<file path="config.mk">
export PLATFORM = sky130hd
export DESIGN_NAME = gph_gpio_top
export DESIGN_NICKNAME = d
export VERILOG_FILES = /design/src/gph_pkg.sv /design/src/gph_gpio_top.sv
export SDC_FILE = /design/constraint.sdc
export NUM_CORES = 1
export LEC_CHECK = 0
export BUFFER_PORTS_ARGS = -buffer_cell sky130_fd_sc_hd__buf_2
export CAP_MARGIN = 15
export CELL_PAD_IN_SITES_DETAIL_PLACEMENT = 1
export CELL_PAD_IN_SITES_GLOBAL_PLACEMENT = 1
export CORE_ASPECT_RATIO = 1.1
export CORE_UTILIZATION = 46
export CTS_CLUSTER_DIAMETER = 30
export DETAILED_ROUTE_END_ITERATION = 10
export PLACE_DENSITY = 0.95
export SLEW_MARGIN = 20
export SYNTH_ARGS = -nofsm -noshare
export SYNTH_HDL_FRONTEND = slang
export SYNTH_SLANG_ARGS = --single-unit
</file>
<file path="constraint.sdc">
create_clock -name mclk -period 3.5 [get_ports mclk]
set_input_delay 0 -clock mclk [delete_from_list [all_inputs] [get_ports mclk]]
set_output_delay 0 -clock mclk [all_outputs]
set_load 0.03 [all_outputs]
</file>
<file path="src/gph_pkg.sv">
`default_nettype none
package gph_pkg;

   localparam int G_PINS = 16;
   localparam int H_PINS = 11;

   // Register byte addresses.
   localparam logic [31:0] G_FSEL_ADDR = 32'h5600_0060;
   localparam logic [31:0] G_DATA_ADDR = 32'h5600_0064;
   localparam logic [31:0] G_PUD_ADDR  = 32'h5600_0068;
   localparam logic [31:0] H_FSEL_ADDR = 32'h5600_0070;
   localparam logic [31:0] H_DATA_ADDR = 32'h5600_0074;
   localparam logic [31:0] H_PUD_ADDR  = 32'h5600_0078;
   localparam logic [31:0] H_RSVD_ADDR = 32'h5600_007c;

   // Values after reset.
   localparam logic [31:0] G_FSEL_RST = 32'h0000_0000;
   localparam logic [15:0] G_DATA_RST = 16'h0000;
   localparam logic [15:0] G_PUD_RST  = 16'hfc00;
   localparam logic [21:0] H_FSEL_RST = 22'h00_0000;
   localparam logic [10:0] H_DATA_RST = 11'h000;
   localparam logic [10:0] H_PUD_RST  = 11'h000;
   localparam logic [31:0] RDATA_RST  = 32'h0000_0000;

   // Pin modes in field-code order: 00, 01, 10, 11.
   typedef enum logic [1:0] {
      GPH_MODE_IN,
      GPH_MODE_OUT,
      GPH_MODE_FN2,
      GPH_MODE_FN3
   } gph_mode_t;

   typedef struct packed {
      logic [31:0] addr;
      logic [31:0] wdata;
      logic        wr;
      logic        rd;
   } gph_bus_t;

   // Peripherals to pins.
   typedef struct packed {
      logic spi1_serial_clock_o;
      logic spi1_serial_clock_oe;
      logic spi1_master_out_o;
      logic spi1_master_out_oe;
      logic spi1_master_in_o;
      logic spi1_master_in_oe;
      logic uart1_request_to_send;
      logic display_power_down;
      logic clock_output_1;
      logic clock_output_0;
      logic uart2_transmit;
      logic uart1_transmit;
      logic uart0_transmit;
      logic uart0_request_to_send;
   } gph_drv_t;

   // Pins to peripherals.
   typedef struct packed {
      logic [15:0] external_irq_input;
      logic        timer_clock_input_1;
      logic        uart1_clear_to_send;
      logic        spi1_serial_clock;
      logic        spi1_master_out;
      logic        spi1_master_in;
      logic        slave_select_1;
      logic        slave_select_0;
      logic        uart_external_clock;
      logic        uart2_receive;
      logic        uart1_receive;
      logic        uart0_receive;
      logic        uart0_clear_to_send;
   } gph_fwd_t;

   // Idle levels: active-low selects and serial receive lines rest high.
   localparam gph_fwd_t FWD_IDLE = '{
      external_irq_input:  16'h0000,
      timer_clock_input_1: 1'h0,
      uart1_clear_to_send: 1'h1,
      spi1_serial_clock:   1'h0,
      spi1_master_out:     1'h0,
      spi1_master_in:      1'h0,
      slave_select_1:      1'h1,
      slave_select_0:      1'h1,
      uart_external_clock: 1'h0,
      uart2_receive:       1'h1,
      uart1_receive:       1'h1,
      uart0_receive:       1'h1,
      uart0_clear_to_send: 1'h1
   };

   typedef struct packed {
      logic [31:0] g_fsel;
      logic [15:0] g_data;
      logic [15:0] g_pud;
      logic [21:0] h_fsel;
      logic [10:0] h_data;
      logic [10:0] h_pud;
      logic [31:0] rdata;
      logic [15:0] g_out;
      logic [15:0] g_oe;
      logic [10:0] h_out;
      logic [10:0] h_oe;
      gph_fwd_t    fwd;
   } gph_state_t;

   localparam gph_state_t STATE_RST = '{
      g_fsel: G_FSEL_RST,
      g_data: G_DATA_RST,
      g_pud:  G_PUD_RST,
      h_fsel: H_FSEL_RST,
      h_data: H_DATA_RST,
      h_pud:  H_PUD_RST,
      rdata:  RDATA_RST,
      g_out:  16'h0000,
      g_oe:   16'h0000,
      h_out:  11'h000,
      h_oe:   11'h000,
      fwd:    FWD_IDLE
   };

   function automatic gph_mode_t gph_pin_mode(input logic [31:0] fsel, input int n);
      return gph_mode_t'(fsel[2*n +: 2]);
   endfunction

endpackage
`default_nettype wire

</file>
<file path="src/gph_gpio_top.sv">
`timescale 1ns/10ps
`default_nettype none

module gph_gpio_top
   import gph_pkg::*;
(
   // Clock and reset
   input  wire logic       mclk,
   input  wire logic       rst_n,
   // Register port
   input  wire gph_bus_t   bus,
   output var  logic [31:0] bus_rdata,
   // Port G pads
   input  wire logic [15:0] g_pad_in,
   output var  logic [15:0] g_pad_out,
   output var  logic [15:0] g_pad_oe,
   output var  logic [15:0] g_pullup_dis,
   // Port H pads
   input  wire logic [10:0] h_pad_in,
   output var  logic [10:0] h_pad_out,
   output var  logic [10:0] h_pad_oe,
   output var  logic [10:0] h_pullup_dis,
   // Peripheral function paths
   input  wire gph_drv_t   drv,
   output var  gph_fwd_t   fwd
);

   gph_state_t st_r;
   gph_state_t st_nxt;

   always_comb begin
      logic [15:0] g_rd;
      logic [10:0] h_rd;
      logic [31:0] h_fsel32;
      gph_mode_t   m;
      g_rd     = 16'h0000;
      h_rd     = 11'h000;
      h_fsel32 = {10'h000, st_r.h_fsel};
      m        = GPH_MODE_IN;
      st_nxt   = st_r;
      st_nxt.rdata = RDATA_RST;

      // Port G pins.
      for (int i = 0; i < G_PINS; i++) begin
         m = gph_pin_mode(st_r.g_fsel, i);
         // Function pins read the pad level; software must not rely on it.
         g_rd[i] = (m == GPH_MODE_OUT) ? st_r.g_data[i] : g_pad_in[i];
         st_nxt.g_out[i] = 1'h0;
         st_nxt.g_oe[i]  = 1'h0;
         st_nxt.fwd.external_irq_input[i] = (m == GPH_MODE_FN2) & g_pad_in[i];
         case (m)
            GPH_MODE_OUT: begin
               st_nxt.g_oe[i]  = 1'h1;
               st_nxt.g_out[i] = st_r.g_data[i];
            end
            GPH_MODE_FN3: begin
               case (i)
                  9: begin
                     st_nxt.g_oe[i]  = 1'h1;
                     st_nxt.g_out[i] = drv.uart1_request_to_send;
                  end
                  4: begin
                     st_nxt.g_oe[i]  = 1'h1;
                     st_nxt.g_out[i] = drv.display_power_down;
                  end
                  7: begin
                     st_nxt.g_oe[i]  = drv.spi1_serial_clock_oe;
                     st_nxt.g_out[i] = drv.spi1_serial_clock_o;
                  end
                  6: begin
                     st_nxt.g_oe[i]  = drv.spi1_master_out_oe;
                     st_nxt.g_out[i] = drv.spi1_master_out_o;
                  end
                  5: begin
                     st_nxt.g_oe[i]  = drv.spi1_master_in_oe;
                     st_nxt.g_out[i] = drv.spi1_master_in_o;
                  end
                  // Inputs and reserved codes leave the pad undriven.
                  default: begin
                  end
               endcase
            end
            default: begin
            end
         endcase
      end

      // Port H pins.
      for (int i = 0; i < H_PINS; i++) begin
         m = gph_pin_mode(h_fsel32, i);
         h_rd[i] = (m == GPH_MODE_OUT) ? st_r.h_data[i] : h_pad_in[i];
         st_nxt.h_out[i] = 1'h0;
         st_nxt.h_oe[i]  = 1'h0;
         case (m)
            GPH_MODE_OUT: begin
               st_nxt.h_oe[i]  = 1'h1;
               st_nxt.h_out[i] = st_r.h_data[i];
            end
            GPH_MODE_FN2: begin
               st_nxt.h_oe[i] = 1'h1;
               case (i)
                  10: st_nxt.h_out[i] = drv.clock_output_1;
                  9: st_nxt.h_out[i] = drv.clock_output_0;
                  6: st_nxt.h_out[i] = drv.uart2_transmit;
                  4: st_nxt.h_out[i] = drv.uart1_transmit;
                  2: st_nxt.h_out[i] = drv.uart0_transmit;
                  1: st_nxt.h_out[i] = drv.uart0_request_to_send;
                  default: st_nxt.h_oe[i] = 1'h0;
               endcase
            end
            GPH_MODE_FN3: begin
               if (i == 6) begin
                  st_nxt.h_oe[i]  = 1'h1;
                  st_nxt.h_out[i] = drv.uart1_request_to_send;
               end
            end
            default: begin
            end
         endcase
      end

      // Named function inputs; unselected paths rest at their idle level.
      st_nxt.fwd.timer_clock_input_1 =
         (gph_pin_mode(st_r.g_fsel, 11) == GPH_MODE_FN3) & g_pad_in[11];
      // Port G wins if software selects both clear-to-send pins at once.
      if (gph_pin_mode(st_r.g_fsel, 10) == GPH_MODE_FN3) begin
         st_nxt.fwd.uart1_clear_to_send = g_pad_in[10];
      end else if (gph_pin_mode(h_fsel32, 7) == GPH_MODE_FN3) begin
         st_nxt.fwd.uart1_clear_to_send = h_pad_in[7];
      end else begin
         st_nxt.fwd.uart1_clear_to_send = FWD_IDLE.uart1_clear_to_send;
      end
      st_nxt.fwd.spi1_serial_clock =
         (gph_pin_mode(st_r.g_fsel, 7) == GPH_MODE_FN3) & g_pad_in[7];
      st_nxt.fwd.spi1_master_out =
         (gph_pin_mode(st_r.g_fsel, 6) == GPH_MODE_FN3) & g_pad_in[6];
      st_nxt.fwd.spi1_master_in =
         (gph_pin_mode(st_r.g_fsel, 5) == GPH_MODE_FN3) & g_pad_in[5];
      st_nxt.fwd.slave_select_1 =
         (gph_pin_mode(st_r.g_fsel, 3) == GPH_MODE_FN3) ? g_pad_in[3] : 1'h1;
      st_nxt.fwd.slave_select_0 =
         (gph_pin_mode(st_r.g_fsel, 2) == GPH_MODE_FN3) ? g_pad_in[2] : 1'h1;
      st_nxt.fwd.uart_external_clock =
         (gph_pin_mode(h_fsel32, 8) == GPH_MODE_FN2) & h_pad_in[8];
      st_nxt.fwd.uart2_receive =
         (gph_pin_mode(h_fsel32, 7) == GPH_MODE_FN2) ? h_pad_in[7] : 1'h1;
      st_nxt.fwd.uart1_receive =
         (gph_pin_mode(h_fsel32, 5) == GPH_MODE_FN2) ? h_pad_in[5] : 1'h1;
      st_nxt.fwd.uart0_receive =
         (gph_pin_mode(h_fsel32, 3) == GPH_MODE_FN2) ? h_pad_in[3] : 1'h1;
      st_nxt.fwd.uart0_clear_to_send =
         (gph_pin_mode(h_fsel32, 0) == GPH_MODE_FN2) ? h_pad_in[0] : 1'h1;

      // Register writes; unmapped and reserved words ignore them.
      if (bus.wr) begin
         if (bus.addr == G_FSEL_ADDR) begin
            st_nxt.g_fsel = bus.wdata;
         end else if (bus.addr == G_DATA_ADDR) begin
            st_nxt.g_data = bus.wdata[15:0];
         end else if (bus.addr == G_PUD_ADDR) begin
            st_nxt.g_pud = bus.wdata[15:0];
         end else if (bus.addr == H_FSEL_ADDR) begin
            st_nxt.h_fsel = bus.wdata[21:0];
         end else if (bus.addr == H_DATA_ADDR) begin
            st_nxt.h_data = bus.wdata[10:0];
         end else if (bus.addr == H_PUD_ADDR) begin
            st_nxt.h_pud = bus.wdata[10:0];
         end
      end

      // Read data stands only in the cycle after the strobe.
      if (bus.rd) begin
         if (bus.addr == G_FSEL_ADDR) begin
            st_nxt.rdata = st_r.g_fsel;
         end else if (bus.addr == G_DATA_ADDR) begin
            st_nxt.rdata = {16'h0000, g_rd};
         end else if (bus.addr == G_PUD_ADDR) begin
            st_nxt.rdata = {16'h0000, st_r.g_pud};
         end else if (bus.addr == H_FSEL_ADDR) begin
            st_nxt.rdata = h_fsel32;
         end else if (bus.addr == H_DATA_ADDR) begin
            st_nxt.rdata = {21'h00_0000, h_rd};
         end else if (bus.addr == H_PUD_ADDR) begin
            st_nxt.rdata = {21'h00_0000, st_r.h_pud};
         end
      end
   end

   always_ff @(posedge mclk or negedge rst_n) begin
      if (!rst_n) begin
         st_r <= STATE_RST;
      end else begin
         st_r <= st_nxt;
      end
   end

   assign bus_rdata    = st_r.rdata;
   assign g_pad_out    = st_r.g_out;
   assign g_pad_oe     = st_r.g_oe;
   assign g_pullup_dis = st_r.g_pud;
   assign h_pad_out    = st_r.h_out;
   assign h_pad_oe     = st_r.h_oe;
   assign h_pullup_dis = st_r.h_pud;
   assign fwd          = st_r.fwd;
endmodule
`default_nettype wire

</file>
Word-level counts from Yosys, hierarchy flattened
Cells that the tools add are included.

word-level totals
  register bits after elaboration = 222
  word-level logic and storage cells = 231

operators by class
  eq/ne operators = 71
  multiplexer cells = 96
  bitwise operators = 26
  reductions and logical operators = 14

operator list
  operator                                                                  number
  32-bit by 31-bit equality test with 1-bit output (second input constant)  6
  2-bit equality test (second input constant)                               38
  1-bit two-way mux                                                         75
  22-bit two-way mux                                                        3
  32-bit two-way mux                                                        2
  2-bit by 1-bit equality test with 1-bit output (second input constant)    27
  1-bit one-hot mux with 2 select lines                                     13
  11-bit two-way mux                                                        2
  1-bit AND                                                                 21
  2-bit OR reduction                                                        7
  7-bit AND reduction                                                       1
  6-bit AND reduction                                                       1
  1-bit NOT                                                                 5
  5-bit AND reduction                                                       1
  4-bit AND reduction                                                       1
  1-bit one-hot mux with 3 select lines                                     1
  3-bit AND reduction                                                       1
  3-bit OR reduction                                                        1
  2-bit AND reduction                                                       1

Depth between registers and ports, before layout
  word-level depth = 8
  mapped depth = 7

Worst setup path before layout
Ideal clock, no wire load.

  path type = input -> register
  from = input port bus[56] (netlist name)
  to = register st_r, in the netlist g_pullup_dis[7]
  setup time = 0.125 ns
  arrival = 2.096 ns
  data required time = 3.375 ns
  path slack = 1.279 ns
  stages on the path = 6
  path buffers = 2
  cells stage by stage = or4b_4 -> or4_1 -> buf_6 -> nor4_4 -> buf_6 -> mux2_2

between the ends
  longest elaborated chain between the ends = 3
  elaborated cells on any way between the ends = 6
  those cells by class = eq/ne: 3; bitwise: 2; reduce/logical: 1

ends and longest elaborated chain
  item                                                                        line                                      RTL
  start, declared                                                             gph_gpio_top.sv:11                        input wire gph_bus_t bus,
  32-bit by 31-bit equality test with 1-bit output, on equally long branches  gph_gpio_top.sv:158, gph_gpio_top.sv:156
  1-bit NOT (no source line)                                                  -
  4-bit AND reduction (no source line) (*)                                    -
  end signal, assigned                                                        gph_gpio_top.sv:193                       st_r <= st_nxt;
  end, declared                                                               gph_gpio_top.sv:28                        gph_state_t st_r;

Mark *: on every way between the ends. The rest lies on a longest branch, timed or not.
A chain may end at the register's enable or synchronous reset.

Worst setup path after layout
  from = input port bus[38] (netlist name)
  to = register st_r[189] (netlist name)

between the ends
  longest elaborated chain between the ends = 3
  elaborated cells on any way between the ends = 4
  those cells by class = eq/ne: 2; bitwise: 1; reduce/logical: 1

ends and longest elaborated chain
  item                                              line                 RTL
  32-bit by 31-bit equality test with 1-bit output  gph_gpio_top.sv:156  if (bus.addr == G_FSEL_ADDR) begin
  1-bit NOT (no source line)                        -
  3-bit AND reduction (no source line) (*)          -

Marks and branches as above.

==> summary.md <==
| Metric | Value |
|---|---|
| Cell internal pwr | `5230 uW` |
| Post-Route Setup TNS | `0 ps` |
| Number of cell rows | `between 50 and 60` |
| Starting utilization of the core area | `a little under half` |
| Count of cell types in the netlist | `56` |
| Wire length of the first global-routing pass | `50.5 mm` |
| Max-cap violations | `0` |
| Instance count after placement with tap cells included | `~1.2k` |
| Violation count after the first detailed-routing iteration | `332` |
| Type of destination of the critical path | `flip-flop` |
| # fillers | `roughly 2.3k` |
| Synthesis Warnings | `0` |
| Number of antenna violations at the first check in global routing | `6` |
| Pin count of the biggest net entering global routing | `about 140` |
| Die Outline Area | `~23000 um2` |
| Placement Cell Area | `about 11000 um2` |
| Skew-Pair Late Insertion Delay | `between 500 and 600 ps` |
| Antenna-violating nets left | `0` |
| Worst Path Max Fanout | `9` |
| Avg Vias per Cell | `5.42` |
| Setup repair bufs after CTS | `0` |
| Peak supply drop | `between 300 and 400 uV` |
| Kind of start point of the critical path | `primary input` |
| Most instantiated cells after synthesis | `sky130_fd_sc_hd__dfrtp_1, sky130_fd_sc_hd__buf_4, sky130_fd_sc_hd__mux2_2` |
| Cell with the largest stage delay on the worst path | `sky130_fd_sc_hd__nor4bb_1` |
| Prevailing post-synth register cell | `sky130_fd_sc_hd__dfrtp_1` |
| Fraction of power consumed by combinational cells | `4.2%` |
| Share of synthesized flip-flops with an asynchronous set or reset | `100%` |
| Setup repair after global routing missed its margin | `false` |
| Net load switching power | `1520 uW` |
| Ratio of cells with drive above 1 in the final layout | `between 40% and 50%` |
| DRC | `0` |
| Power density over the cells | `between 500 and 600 nW/um2` |
| Clock Pin Slew Worst Setup and Hold Paths | `approximately 50 ps` |
| Final instance area | `about 13000 um2` |
| Global route overflow | `0` |
| Leakage component of the power | `0.00674 uW` |
| Required time of the worst setup path | `~3900 ps` |
| Clock network power share | `57.7%` |
| Vias after detailed routing | `about 7.4k` |
| Gates resized, CTS repair | `0` |
| Transition time of the tightest slew-check pin | `roughly 830 ps` |
| Crit-path max cell delay | `roughly 660 ps` |
| Share of the cycle needed by the critical path after routing | `slightly below 80%` |
| Pre-CTS setup slack | `roughly 640 ps` |
| Most frequently used cell type in the post-synthesis netlist | `sky130_fd_sc_hd__dfrtp_1` |
| Type of the most critical hold path | `in2async` |
| Cells along the critical path | `dlygate4sd3_1 -> buf_2 -> nor4bb_1 -> nand2_1 -> nor4_4 -> buf_4 -> mux2_2` |
| Seq cells post-synth | `222` |
| Worst rel slew slack | `between 40 and 50%` |
| Vias in the first global route | `8587` |
| Combined buffer and inverter count along the critical path | `3` |
| Area overhead of the layout relative to synthesis | `26.2%` |
| Number of endpoints failing setup at the final stage | `0` |
| Average wire length per cell after detail routing | `~24 um` |
| Data arrival, critical path | `slightly above 3000 ps` |
| Hold slack final | `-30.9 ps` |
| Final GP Congestion | `between 0.8 and 0.9` |
| TritonCTS sink count | `around 220` |
| Final period demand of the worst path | `2720 ps` |
| Max-slew violation count | `0` |
| First-pass detailed-route iteration total | `4` |
| Buffers on Ports | `around 250` |
| Achievable frequency | `approximately 0.37 GHz` |
| Number of top-level pins | `250` |
| Number of nets in the synthesized netlist | `roughly 950` |
| Sequential cell fraction of total power | `approximately two fifths` |
| Failing checks | `negative hold slack` |
| Fraction of the yosys area taken by sequential cells | `54.2%` |
| Post-Route Skew | `~20 ps` |
| Total core area | `about 22000 um2` |
| Post-route setup slack | `slightly below 800 ps` |
| Crit Path Category | `in2reg` |
| Area of the mapped netlist | `10300 um2` |
| Number of buffers between clock root and the deepest sink | `3` |
| Cell types with the largest area share after synthesis | `sky130_fd_sc_hd__dfrtp_1, sky130_fd_sc_hd__mux2_2, sky130_fd_sc_hd__buf_4, sky130_fd_sc_hd__dfstp_2, sky130_fd_sc_hd__mux2i_1` |
| Cell type with the largest total area after synthesis | `sky130_fd_sc_hd__dfrtp_1` |
| Final non-filler cell total | `between 1k and 1.5k` |
| Number of nets at the end of the flow | `1160` |
| WL final | `approximately 34 mm` |
| All-Layer GR Usage | `between 30% and 40%` |
| Crit path max-delay family | `simple AND/OR/NAND/NOR gates` |
| Die outline width | `145 um` |
| Clk Tree Root Cell | `sky130_fd_sc_hd__clkbuf_16` |
| Maximum level of the CTS H-tree | `2` |
| Cell count after synthesis | `about 830` |
| HPWL after DPL | `around 21 mm` |
| Number of flops mapped to enable cells by yosys | `0` |
| Switching Share | `~23%` |
| Clock buffer count from CTS | `41` |
| Run status | `finished with violations` |
| Vertical die dimension | `approximately 160 um` |
| Post-synthesis area per instance | `around 12 um2` |
| Hold Vio Cnt, Final | `40` |
| Clock tree from TritonCTS | `done` |
| Top-area cell type share of the netlist area | `50.9%` |
[stage by stage]
stage	utilization, %	total power [uW]
after global routing	59.0	6940
after global placement	49.4	2820
after floorplan	-	2660
after CTS	58.8	6770
after detailed placement	49.4	2820
final	59.0	6760
[layer usage]
layer | up-vias | routed length, um | track usage, %
met2 | 324 | 17500 | 52.4
met3 | 109 | 2220 | 7.27
met5 | - | 20 | 0
li1 | 3194 | - | -
met1 | 3814 | 12100 | 32.6
met4 | 4 | 1730 | 17.6
[flip-flops by register name (all words and copies together), names as in the netlist]
register,count
st_r,81
g_pad_oe,16
bus_rdata,32
g_pullup_dis,16
h_pad_oe,11
h_pad_out,11
h_pullup_dis,11
g_pad_out,16
fwd,28
[power groups by stage]
stage,Sequential [uW],Combinational (uW),Clock (uW)
final,2570,283,3900
after global routing,2570,307,4060
after CTS,2570,276,3930
after detailed placement,2610,211,0
after global placement,2610,203,0
after floorplan,2610,49.3,0
[what timing repair did]
action,in CTS,in global routing
hold endpoints to repair,285,0
setup endpoints to repair,0,0
hold buffers,69,0
[worst paths after layout]
path,to,cells after the start,slack (ps),start
worst max-delay path,st_r[189]$_DFFE_PN0P_,7,780,bus[38]
worst min-delay path,fwd[25]$_DFF_PN0_,2,-30,rst_n
worst max register to register,bus_rdata[2]$_DFF_PN0_,6,1690,st_r[141]$_DFFE_PN0P_
worst min register to register,g_pad_oe[4]$_DFF_PN0_,0,460,st_r[198]$_DFFE_PN0P_
max in group asynchronous,fwd[0]$_DFF_PN1_,4,2320,rst_n
min in group mclk,bus_rdata[9]$_DFF_PN0_,3,80,bus[36]
[layout make-up]
class	count	area, um2	share of cell area [%]
inverters	29	109	0.840
clock inverters	18	173	1.33
flip-flops and latches	222	5570	43.0
diodes	4	10.0	0.0772
multi-input cells	406	3400	26.2
clock buffers	58	1190	9.20
well taps	295	369	2.85
repair buffers	341	2140	16.5
[cell usage in the layout, fill, tap and decap left out, types with 7 or more instances in the layout]
master and n:
sky130_fd_sc_hd__a211oi_1 11, sky130_fd_sc_hd__a21oi_1 15, sky130_fd_sc_hd__and2_1 24, sky130_fd_sc_hd__and3b_1 8, sky130_fd_sc_hd__buf_2 248, sky130_fd_sc_hd__buf_4 22, sky130_fd_sc_hd__clkbuf_1 9, sky130_fd_sc_hd__clkbuf_16 43
sky130_fd_sc_hd__clkinv_2 7, sky130_fd_sc_hd__dfrtp_1 209, sky130_fd_sc_hd__dfstp_2 13, sky130_fd_sc_hd__dlygate4sd3_1 69, sky130_fd_sc_hd__ha_1 10, sky130_fd_sc_hd__inv_1 29, sky130_fd_sc_hd__mux2_2 115, sky130_fd_sc_hd__mux2i_1 20
sky130_fd_sc_hd__nand2_1 25, sky130_fd_sc_hd__nand2b_1 8, sky130_fd_sc_hd__nor2_1 28, sky130_fd_sc_hd__nor2b_1 25, sky130_fd_sc_hd__nor4_1 13, sky130_fd_sc_hd__o2bb2ai_1 9
[worst reg2reg max path, stage by stage, from the launching register on]
cell                        delay (ps)
sky130_fd_sc_hd__dfrtp_1           450
sky130_fd_sc_hd__inv_1              70
sky130_fd_sc_hd__ha_1              210
sky130_fd_sc_hd__mux2i_1           130
sky130_fd_sc_hd__o2bb2ai_1         140
sky130_fd_sc_hd__a21oi_1            90
sky130_fd_sc_hd__a2111oi_0         570
[cells by family after synthesis]
logic type | synth area share [%]
flops | 54.2
simple gates | 10.4
fa+ha+maj | 1.31
buf+inv | 12.8
xor+xnor | 0.0852
mux | 14.9
compound gates | 6.22
Power figures use the tool's default switching activity.
